## config.mk

```make
export PLATFORM = sky130hd
export DESIGN_NAME = fsps_top
export DESIGN_NICKNAME = d
export VERILOG_FILES = /design/src/hw/fsps_pkg.sv /design/src/hw/fsps_top.sv
export SDC_FILE = /design/constraint.sdc
export NUM_CORES = 1
export LEC_CHECK = 0
export BUFFER_PORTS_ARGS = -buffer_cell sky130_fd_sc_hd__buf_2
export CAP_MARGIN = 15
export CORE_ASPECT_RATIO = 1.2
export CORE_MARGIN = 1.5
export CORE_UTILIZATION = 55
export DETAILED_ROUTE_END_ITERATION = 10
export PLACE_DENSITY = 0.87
export SLEW_MARGIN = 20
export SYNTH_ARGS = -nofsm -noshare
export SYNTH_HDL_FRONTEND = slang
export SYNTH_SLANG_ARGS = --single-unit
```

## constraint.sdc

```tcl
create_clock -name clk -period 2.7 [get_ports clk]
set_input_delay 0.27 -clock clk [delete_from_list [all_inputs] [get_ports clk]]
set_output_delay 0.27 -clock clk [all_outputs]
set_load 0.05 [all_outputs]
```

## src/hw/fsps_pkg.sv

```systemverilog
// Shared constants and types for the flash status and power-state block
package fsps_pkg;
    // Clock and timing
    localparam int CLK_MHZ        = 50;
    localparam int OSC_TIME_MS    = 10;
    localparam int SETUP_TIME_MS  = 10;
    localparam int OSC_CYCLES     = OSC_TIME_MS * 1000 * CLK_MHZ;
    localparam int SETUP_CYCLES   = SETUP_TIME_MS * 1000 * CLK_MHZ;
    localparam int WAIT_UNIT      = 256;
    localparam int CNT_W          = 20;
    localparam int SETTLE_W       = 12;

    // Programmer command codes
    localparam logic [7:0] CMD_STATUS_READ = 8'h71;

    // Register indices on the software port
    localparam logic [1:0] ADDR_FLASH_POWER_CONTROL = 2'h0;
    localparam logic [1:0] ADDR_SYSTEM_CONTROL_ONE  = 2'h1;
    localparam logic [1:0] ADDR_STATE               = 2'h2;
    localparam logic [1:0] ADDR_RETURN_CODE         = 2'h3;

    // Field positions
    localparam int INHIBIT_BIT    = 0;
    localparam int WAIT_SEL_LSB   = 0;
    localparam int WAIT_SEL_W     = 3;

    // Reset values
    localparam logic       INHIBIT_RESET  = 1'b0;
    localparam logic [2:0] WAIT_SEL_RESET = 3'h7;
    localparam logic [7:0] RCODE_RESET    = 8'h00;

    // Return code bit positions
    localparam int RC_ABNORMAL = 7;
    localparam int RC_CMD_ERR  = 6;
    localparam int RC_PROG_ERR = 5;
    localparam int RC_ERASE_ERR = 4;
    localparam int RC_OVERCOUNT = 1;
    localparam int RC_ADDR_ERR = 0;

    typedef enum logic [2:0] {
        FSPS_ACTIVE, FSPS_SUBACTIVE, FSPS_SLEEP, FSPS_SUBSLEEP, FSPS_STANDBY, FSPS_WATCH
    } fsps_lsi_mode_t;

    typedef enum logic [1:0] {
        FSPS_FL_NORMAL, FSPS_FL_POWERDOWN, FSPS_FL_STANDBY
    } fsps_flash_state_t;

    typedef enum logic [1:0] {FSPS_BOOT_OSC, FSPS_BOOT_SETUP, FSPS_BOOT_READY} fsps_boot_t;

    typedef enum logic [1:0] {FSPS_MD_READ, FSPS_MD_STATUS, FSPS_MD_POLL} fsps_out_mode_t;
endpackage

```

## src/hw/fsps_top.sv

```systemverilog
// Flash status reporting, programmer-mode entry and flash power states
//
// Overview of operation
// - Status byte: abnormal, command, program, erase errors on lines 7..4; reset 0.
// - Line 1 reports exceeded program or erase repetitions.
// - Line 0 reports an invalid address.
// - Polling byte: line 7 low while running, high when done; lines 0-5 zero.
// - On completion line 6 high means normal end; 7 low with 6 high never.
// - Command cycles are ignored during oscillator settling and setup period.
// - After setup period the device enters memory read mode and awaits commands.
// - Flash state follows LSI mode; subactive uses inhibit bit to pick state.
// - Low-power inhibit bit resets to 0.
// - Power-down keeps array readable; full speed only in normal state.
// - Standby halts all flash circuits; no access until normal or power-down again.
// - Return code holds until a command other than status read is written.
// - Polling flags hold until a command other than status read is written.
`timescale 1ns/1ps
module fsps_top import fsps_pkg::*; #(
    parameter int OSC_CNT   = OSC_CYCLES,
    parameter int SETUP_CNT = SETUP_CYCLES
) (
    input  wire logic       clk,
    input  wire logic       reset_n,
    input  wire logic       ce_n_pin,
    input  wire logic       oe_n_pin,
    input  wire logic       we_n_pin,
    input  wire logic [7:0] data_in_pin,
    output logic      [7:0] data_out,
    output logic            data_oe_n,
    output logic            cmd_valid,
    output logic      [7:0] cmd_data,
    input  wire logic       op_running,
    input  wire logic       op_done,
    input  wire logic       err_cmd,
    input  wire logic       err_prog,
    input  wire logic       err_erase,
    input  wire logic       err_overcount,
    input  wire logic       err_addr,
    input  wire logic [2:0] lsi_mode,
    output logic      [1:0] flash_state,
    output logic            flash_read_en,
    output logic            flash_fullspeed_en,
    input  wire logic [1:0] reg_addr,
    input  wire logic [7:0] reg_wdata,
    input  wire logic       reg_wr,
    input  wire logic       reg_rd,
    output logic      [7:0] reg_rdata
);
    localparam logic [CNT_W-1:0] OSC_LAST   = CNT_W'(OSC_CNT - 1);
    localparam logic [CNT_W-1:0] SETUP_LAST = CNT_W'(SETUP_CNT - 1);

    // Settling cycles for a given wait select code
    function automatic logic [SETTLE_W-1:0] settle_cycles(input logic [2:0] sel);
        settle_cycles = SETTLE_W'((32'(sel) + 32'd1) * WAIT_UNIT);
    endfunction

    // Pin synchronisers
    logic [10:0] sync1_r, sync2_r;
    always_ff @(posedge clk) begin
        if (!reset_n) begin
            sync1_r <= 11'h7FF;
            sync2_r <= 11'h7FF;
        end else begin
            sync1_r <= {ce_n_pin, oe_n_pin, we_n_pin, data_in_pin};
            sync2_r <= sync1_r;
        end
    end
    logic       ce_n_s, oe_n_s, we_n_s;
    logic [7:0] din_s;
    assign {ce_n_s, oe_n_s, we_n_s, din_s} = sync2_r;

    // Boot sequencer: oscillator settling, setup period, then command wait
    fsps_boot_t       boot_r, boot_nxt;
    logic [CNT_W-1:0] cnt_r, cnt_nxt;
    always_comb begin
        boot_nxt = boot_r;
        cnt_nxt  = cnt_r + CNT_W'(1);
        case (boot_r)
            FSPS_BOOT_OSC: begin
                if (cnt_r == OSC_LAST) begin
                    boot_nxt = FSPS_BOOT_SETUP;
                    cnt_nxt  = '0;
                end
            end
            FSPS_BOOT_SETUP: begin
                if (cnt_r == SETUP_LAST) begin
                    boot_nxt = FSPS_BOOT_READY;
                    cnt_nxt  = '0;
                end
            end
            FSPS_BOOT_READY: cnt_nxt = '0;
            default: begin
                boot_nxt = FSPS_BOOT_OSC;
                cnt_nxt  = '0;
            end
        endcase
    end
    always_ff @(posedge clk) begin
        if (!reset_n) begin
            boot_r <= FSPS_BOOT_OSC;
            cnt_r  <= '0;
        end else begin
            boot_r <= boot_nxt;
            cnt_r  <= cnt_nxt;
        end
    end

    // Command write detection on write-enable rising edge with chip enable low
    logic we_prev_r;
    logic cmd_wr;
    assign cmd_wr = (boot_r == FSPS_BOOT_READY) && we_n_s && !we_prev_r && !ce_n_s;
    always_ff @(posedge clk) begin
        if (!reset_n) we_prev_r <= 1'b1;
        else          we_prev_r <= we_n_s;
    end

    // Output mode, return code and polling flags
    fsps_out_mode_t mode_r, mode_nxt;
    logic [7:0]     rcode_r, rcode_nxt;
    logic           pdone_r, pdone_nxt, pok_r, pok_nxt;
    logic           any_err;
    assign any_err = err_cmd | err_prog | err_erase | err_overcount | err_addr;
    always_comb begin
        mode_nxt  = mode_r;
        rcode_nxt = rcode_r;
        pdone_nxt = pdone_r;
        pok_nxt   = pok_r;
        if (cmd_wr) begin
            if (din_s == CMD_STATUS_READ) begin
                mode_nxt = FSPS_MD_STATUS;
            end else begin
                mode_nxt  = FSPS_MD_READ;
                rcode_nxt = RCODE_RESET;
                pdone_nxt = 1'b0;
                pok_nxt   = 1'b0;
            end
        end
        if (boot_r == FSPS_BOOT_SETUP && cnt_r == SETUP_LAST) mode_nxt = FSPS_MD_READ;
        if (op_running && mode_r == FSPS_MD_READ) mode_nxt = FSPS_MD_POLL;
        if (op_done) begin
            // Completion wins over a clear in the same cycle
            rcode_nxt[RC_ABNORMAL]  = any_err;
            rcode_nxt[RC_CMD_ERR]   = err_cmd;
            rcode_nxt[RC_PROG_ERR]  = err_prog;
            rcode_nxt[RC_ERASE_ERR] = err_erase;
            rcode_nxt[3:2]          = 2'h0;
            rcode_nxt[RC_OVERCOUNT] = err_overcount;
            rcode_nxt[RC_ADDR_ERR]  = err_addr;
            pdone_nxt = 1'b1;
            pok_nxt   = !any_err;
        end
    end
    always_ff @(posedge clk) begin
        if (!reset_n) begin
            mode_r  <= FSPS_MD_READ;
            rcode_r <= RCODE_RESET;
            pdone_r <= 1'b0;
            pok_r   <= 1'b0;
        end else begin
            mode_r  <= mode_nxt;
            rcode_r <= rcode_nxt;
            pdone_r <= pdone_nxt;
            pok_r   <= pok_nxt;
        end
    end

    // Data line drive and command hand-off to the program/erase engine
    logic [7:0] dout_nxt;
    logic       doe_n_nxt;
    always_comb begin
        dout_nxt  = 8'h00;
        doe_n_nxt = 1'b1;
        if (!ce_n_s && !oe_n_s) begin
            if (mode_r == FSPS_MD_STATUS) begin
                dout_nxt  = rcode_r;
                doe_n_nxt = 1'b0;
            end else if (mode_r == FSPS_MD_POLL) begin
                dout_nxt  = {pdone_r, pdone_r & pok_r, 6'h00};
                doe_n_nxt = 1'b0;
            end
        end
    end
    always_ff @(posedge clk) begin
        if (!reset_n) begin
            data_out  <= 8'h00;
            data_oe_n <= 1'b1;
            cmd_valid <= 1'b0;
            cmd_data  <= 8'h00;
        end else begin
            data_out  <= dout_nxt;
            data_oe_n <= doe_n_nxt;
            cmd_valid <= cmd_wr;
            cmd_data  <= cmd_wr ? din_s : cmd_data;
        end
    end

    // Software registers
    logic       inhibit_r, inhibit_nxt;
    logic [2:0] wsel_r, wsel_nxt;
    logic [7:0] rdata_nxt;
    logic       settle_busy_r;
    always_comb begin
        inhibit_nxt = inhibit_r;
        wsel_nxt    = wsel_r;
        if (reg_wr && reg_addr == ADDR_FLASH_POWER_CONTROL) inhibit_nxt = reg_wdata[INHIBIT_BIT];
        if (reg_wr && reg_addr == ADDR_SYSTEM_CONTROL_ONE) begin
            wsel_nxt = reg_wdata[WAIT_SEL_LSB +: WAIT_SEL_W];
        end
        rdata_nxt = 8'h00;
        if (reg_rd) begin
            case (reg_addr)
                ADDR_FLASH_POWER_CONTROL: rdata_nxt = {7'h00, inhibit_r};
                ADDR_SYSTEM_CONTROL_ONE:  rdata_nxt = {5'h00, wsel_r};
                ADDR_STATE:               rdata_nxt = {1'b0, settle_busy_r, mode_r, boot_r,
                                                       flash_state};
                ADDR_RETURN_CODE:         rdata_nxt = rcode_r;
                default:                  rdata_nxt = 8'h00;
            endcase
        end
    end
    always_ff @(posedge clk) begin
        if (!reset_n) begin
            inhibit_r <= INHIBIT_RESET;
            wsel_r    <= WAIT_SEL_RESET;
            reg_rdata <= 8'h00;
        end else begin
            inhibit_r <= inhibit_nxt;
            wsel_r    <= wsel_nxt;
            reg_rdata <= rdata_nxt;
        end
    end

    // Flash operating state from LSI mode, with settling on return to normal
    logic [1:0]          fstate_nxt;
    logic [SETTLE_W-1:0] settle_r, settle_nxt;
    logic                rd_en_nxt, fs_en_nxt;
    always_comb begin
        case (lsi_mode)
            FSPS_ACTIVE, FSPS_SLEEP: fstate_nxt = FSPS_FL_NORMAL;
            FSPS_SUBACTIVE: fstate_nxt = inhibit_r ? FSPS_FL_NORMAL : FSPS_FL_POWERDOWN;
            default: fstate_nxt = FSPS_FL_STANDBY;
        endcase
        settle_nxt = (settle_r != '0) ? settle_r - SETTLE_W'(1) : settle_r;
        if (fstate_nxt == FSPS_FL_NORMAL && flash_state != FSPS_FL_NORMAL) begin
            settle_nxt = settle_cycles(wsel_r);
        end else if (fstate_nxt != FSPS_FL_NORMAL) begin
            settle_nxt = '0;
        end
        fs_en_nxt = (fstate_nxt == FSPS_FL_NORMAL) && (settle_nxt == '0);
        rd_en_nxt = fs_en_nxt || (fstate_nxt == FSPS_FL_POWERDOWN);
    end
    always_ff @(posedge clk) begin
        if (!reset_n) begin
            flash_state        <= FSPS_FL_NORMAL;
            settle_r           <= '0;
            settle_busy_r      <= 1'b0;
            flash_read_en      <= 1'b0;
            flash_fullspeed_en <= 1'b0;
        end else begin
            flash_state        <= fstate_nxt;
            settle_r           <= settle_nxt;
            settle_busy_r      <= settle_nxt != '0;
            flash_read_en      <= rd_en_nxt;
            flash_fullspeed_en <= fs_en_nxt;
        end
    end
endmodule // fsps_top

```

==> results.toml <==
[clocking]
cts_buffers = 9
clk_pin_slew_ps = 100
htree_levels = 3
cts_root_buffer = "clkbuf_8"
cts_tree = "done"
cts.sinks = 100
cts_buffer_depth = 2
clk_latency_ps = 360

[worst_setup_path]
r2r_cells = 8
start_kind = "register"
worstSetupEndpointType = "register"
critPathRequiredTime_ps = 2960
rr_startpoint = "settle_r[0]$_SDFF_PN0_"
worstPathArrival_ps = 2800
setup.worst_path.class = "register to register"
reg2reg_to = "settle_busy_r$_SDFF_PN0_"
r2r_setup_slack_ps = 160
cp_max_fo = 6

[timing]
finalCriticalPeriod_ps = 2540
fin_skew_ps = 10.6
hold_viol = 0
slew_headroom_pct = 51.2
fin_tns_setup_ps = 0
slew_viol_final = 0
rsz0062_at_grt = "false"
fmax_ghz = 0.394
setup_viol = 0
setup_ws_ps = 162
worst_pin_slew_ps = 727
period_share_pct = 94.0

[logic_synthesis]
synth_edf_count = 0
synth-xor-area-share_pct = 4.88
synth-compound-area-share_pct = 7.39
synthFlopType = "dfxtp_1"
synth_top_family_by_area = "simple AND/OR/NAND/NOR gates"
synth-seq-cells = 100
async_flop_share_pct = 0
ys_seq_area_share_pct = 50.7
synth_area_sq_um = 3950
synth_area_per_cell_sq_um = 9.30
synth-simple-area-share_pct = 27.6
syn-instance-count = 424
synth.area.mux_share_pct = 4.19
synth_fa_ha_area_share_pct = 2.22
ys_types = 48
ys_warn_count = 0

[power_and_ir_drop]
p_seq_share_pct = 55.0
powerDensity_nw_per_um2 = 625
p_switching_uw = 786
p_sw_share_pct = 27.8
pwr-share-clk_pct = 32.0
p_leak_uw = 0.00195
irDropWorstVdd_mv = 0.426
power.total_uw = 2830
p_int_uw = 2040
power_frac_comb_pct = 13.1

[route]
first_iter_violations = 121
wl_per_cell_um = 13.9
totalWireLength_um = 8000
drtPass1Iterations = 5
ant_nets = 0
vias_per_cell = 5.37
vias = 3098
drc = 0

[min_path]
hold_path_startpoint = "data_in_pin[6]"
hold-path-endpoint = "sync1_r[6]$_SDFF_PN1_"
hold_path.class = "input pin to register"
hold_depth = 2

[grt]
grt_first_pass_wirelength_um = 12700
antenna_found_initial = 0
grt_max_degree = 33
grt_pass1_vias = 2808
grt_use_total_pct = 21.5
grt_overflow = 0

[finish]
drive_gt1_share_pct = 18.4
n_antenna_cell = 0
fin_nets = 527
areaGrowthSynthToFinish_pct = 14.8
post-route-util_pct = 65.7

[floorplanning]
fp-row-count = 33
die_area_sq_um = 7690
start_util_pct = 57.2
die_h_um = 95.8
die_w_um = 80.3
core_sq_um = 6900
ioPinCount = 65

[flow_run]
drv_cap = 0

[place]
pre_cts_slack_ps = 153
place_hpwl_um = 5770
portBuffers = 57
gp_congestion = 0.862

[run_status]
outcome = "complete, no violations"
worst max-delay path: stages (launching register included):
cell	delay (ps)
dfxtp_1	360
inv_1	130
ha_1	190
or3b_2	510
nor4_4	390
o21bai_1	150
a211oi_2	230
o2111ai_2	160
o31a_1	330
power groups by stage:
stage	Sequential, uW	Clock (uW)	Combinational (uW)
2_1_floorplan	1600	0	247
4_1_cts	1560	923	344
6_report	1560	904	369
5_1_grt	1560	985	407
3_5_place_dp	1590	0	341
3_3_place_gp	1590	0	332
cell usage in the layout, fill, tap and decap left out, types with 2 or more instances in the layout:
master / netlist / layout
and4_1: 2 / 2
nor4b_1: 6 / 6
nor3b_1: 2 / 2
a21oi_1: 27 / 27
mux2i_1: 12 / 12
or3_1: 7 / 7
nand3_1: 17 / 17
mux2_2: 2 / 2
ha_1: 7 / 7
nor2_1: 61 / 61
dfxtp_1: 100 / 100
clkbuf_8: 0 / 9
o21ai_0: 5 / 5
buf_4: 2 / 7
nor2b_1: 4 / 4
and3_1: 9 / 9
conb_1: 1 / 2
xnor2_1: 10 / 10
xor2_1: 12 / 12
nor3_1: 8 / 8
buf_2: 0 / 57
nand2_1: 35 / 35
or4_1: 2 / 2
inv_1: 11 / 11
a22oi_1: 3 / 3
nand3b_1: 9 / 9
nor4_1: 6 / 6
nand2b_1: 26 / 26
nand4_1: 5 / 5
inv_8: 0 / 2
cells in the mapped netlist (2+ instances only):
master / n / share of area, %
a211oi_1: 2 / 0.38
a21oi_1: 27 / 3.4
a22oi_1: 3 / 0.57
and3_1: 9 / 1.4
and4_1: 2 / 0.44
buf_4: 2 / 0.38
clkbuf_1: 12 / 1.1
dfxtp_1: 100 / 51
ha_1: 7 / 2.2
inv_1: 11 / 1.0
mux2_2: 2 / 0.57
mux2i_1: 12 / 3.0
nand2_1: 35 / 3.3
nand2b_1: 26 / 4.1
nand3_1: 17 / 2.2
nand3b_1: 9 / 1.7
nand4_1: 5 / 0.79
nor2_1: 61 / 5.8
nor2b_1: 4 / 0.63
nor3_1: 8 / 1.0
nor3b_1: 2 / 0.38
nor4_1: 6 / 0.95
nor4b_1: 6 / 1.3
o21ai_0: 5 / 0.63
or3_1: 7 / 1.1
or4_1: 2 / 0.38
xnor2_1: 10 / 2.2
xor2_1: 12 / 2.7
layout make-up:
class / count / area (sq um)
well taps: 87 / 109
fillers: 536 / 2370
clock buffers: 9 / 124
clock inverters: 7 / 68.8
repair buffers: 64 / 338
inverters: 11 / 41.3
multi-input cells: 299 / 1850
flip-flops and latches: 100 / 2000
metal layers:
metal	global-route usage, %	routed length (um)
met1	24.7	3400
met4	7.33	103
met3	5.97	371
met5	0	0
met2	38.3	4120
how the worst max path moves through the flow:
stage | startpoint | end | slack [ps] | cells past startpoint
after floorplan | settle_r[0]$_SDFF_PN0_ | settle_busy_r$_SDFF_PN0_ | 430 | 9
after global placement | settle_r[0]$_SDFF_PN0_ | settle_busy_r$_SDFF_PN0_ | 200 | 8
after detailed placement | settle_r[0]$_SDFF_PN0_ | settle_busy_r$_SDFF_PN0_ | 150 | 8
after CTS | settle_r[0]$_SDFF_PN0_ | settle_busy_r$_SDFF_PN0_ | 130 | 8
after global routing | settle_r[0]$_SDFF_PN0_ | settle_busy_r$_SDFF_PN0_ | 50 | 8
final | settle_r[0]$_SDFF_PN0_ | settle_busy_r$_SDFF_PN0_ | 160 | 8
metrics by stage:
| step | cells | hold slack (ps) | cell area [sq um] |
|---|---|---|---|
| after floorplan | 425 | 371 | 3950 |
| after global placement | 559 | 389 | 4310 |
| after detailed placement | 559 | 395 | 4310 |
| after CTS | 575 | 69.8 | 4500 |
| after global routing | 577 | 62.5 | 4530 |
| final | 577 | 76.8 | 4530 |
logic make-up after synthesis:
group | after synthesis
AND/OR/NAND/NOR | 206
flip-flops | 100
AO/OA/AOI/OAI | 47
buffers and inverters | 26
XOR/XNOR | 22
multiplexers | 15
adder cells (fa/ha/maj) | 7
other | 1
registers in the layout (all words and copies together) (netlist names), 3 cells and up:
| name | flops |
|---|---|
| wsel_r | 3 |
| cnt_r | 20 |
| sync1_r | 11 |
| settle_r | 12 |
| sync2_r | 11 |
| cmd_data | 8 |
| data_out | 6 |
| rcode_r | 6 |
| reg_rdata | 8 |
repair_timing:
| item | CTS | global route |
|---|---|---|
| setup buffers | 0 | 2 |
| hold buffers | 0 | 0 |
| endpoints found under the hold margin | 0 | 0 |
| setup endpoints to repair | 0 | 3 |
| gates resized for setup | 0 | 2 |
(Power assumes the default switching activity.)
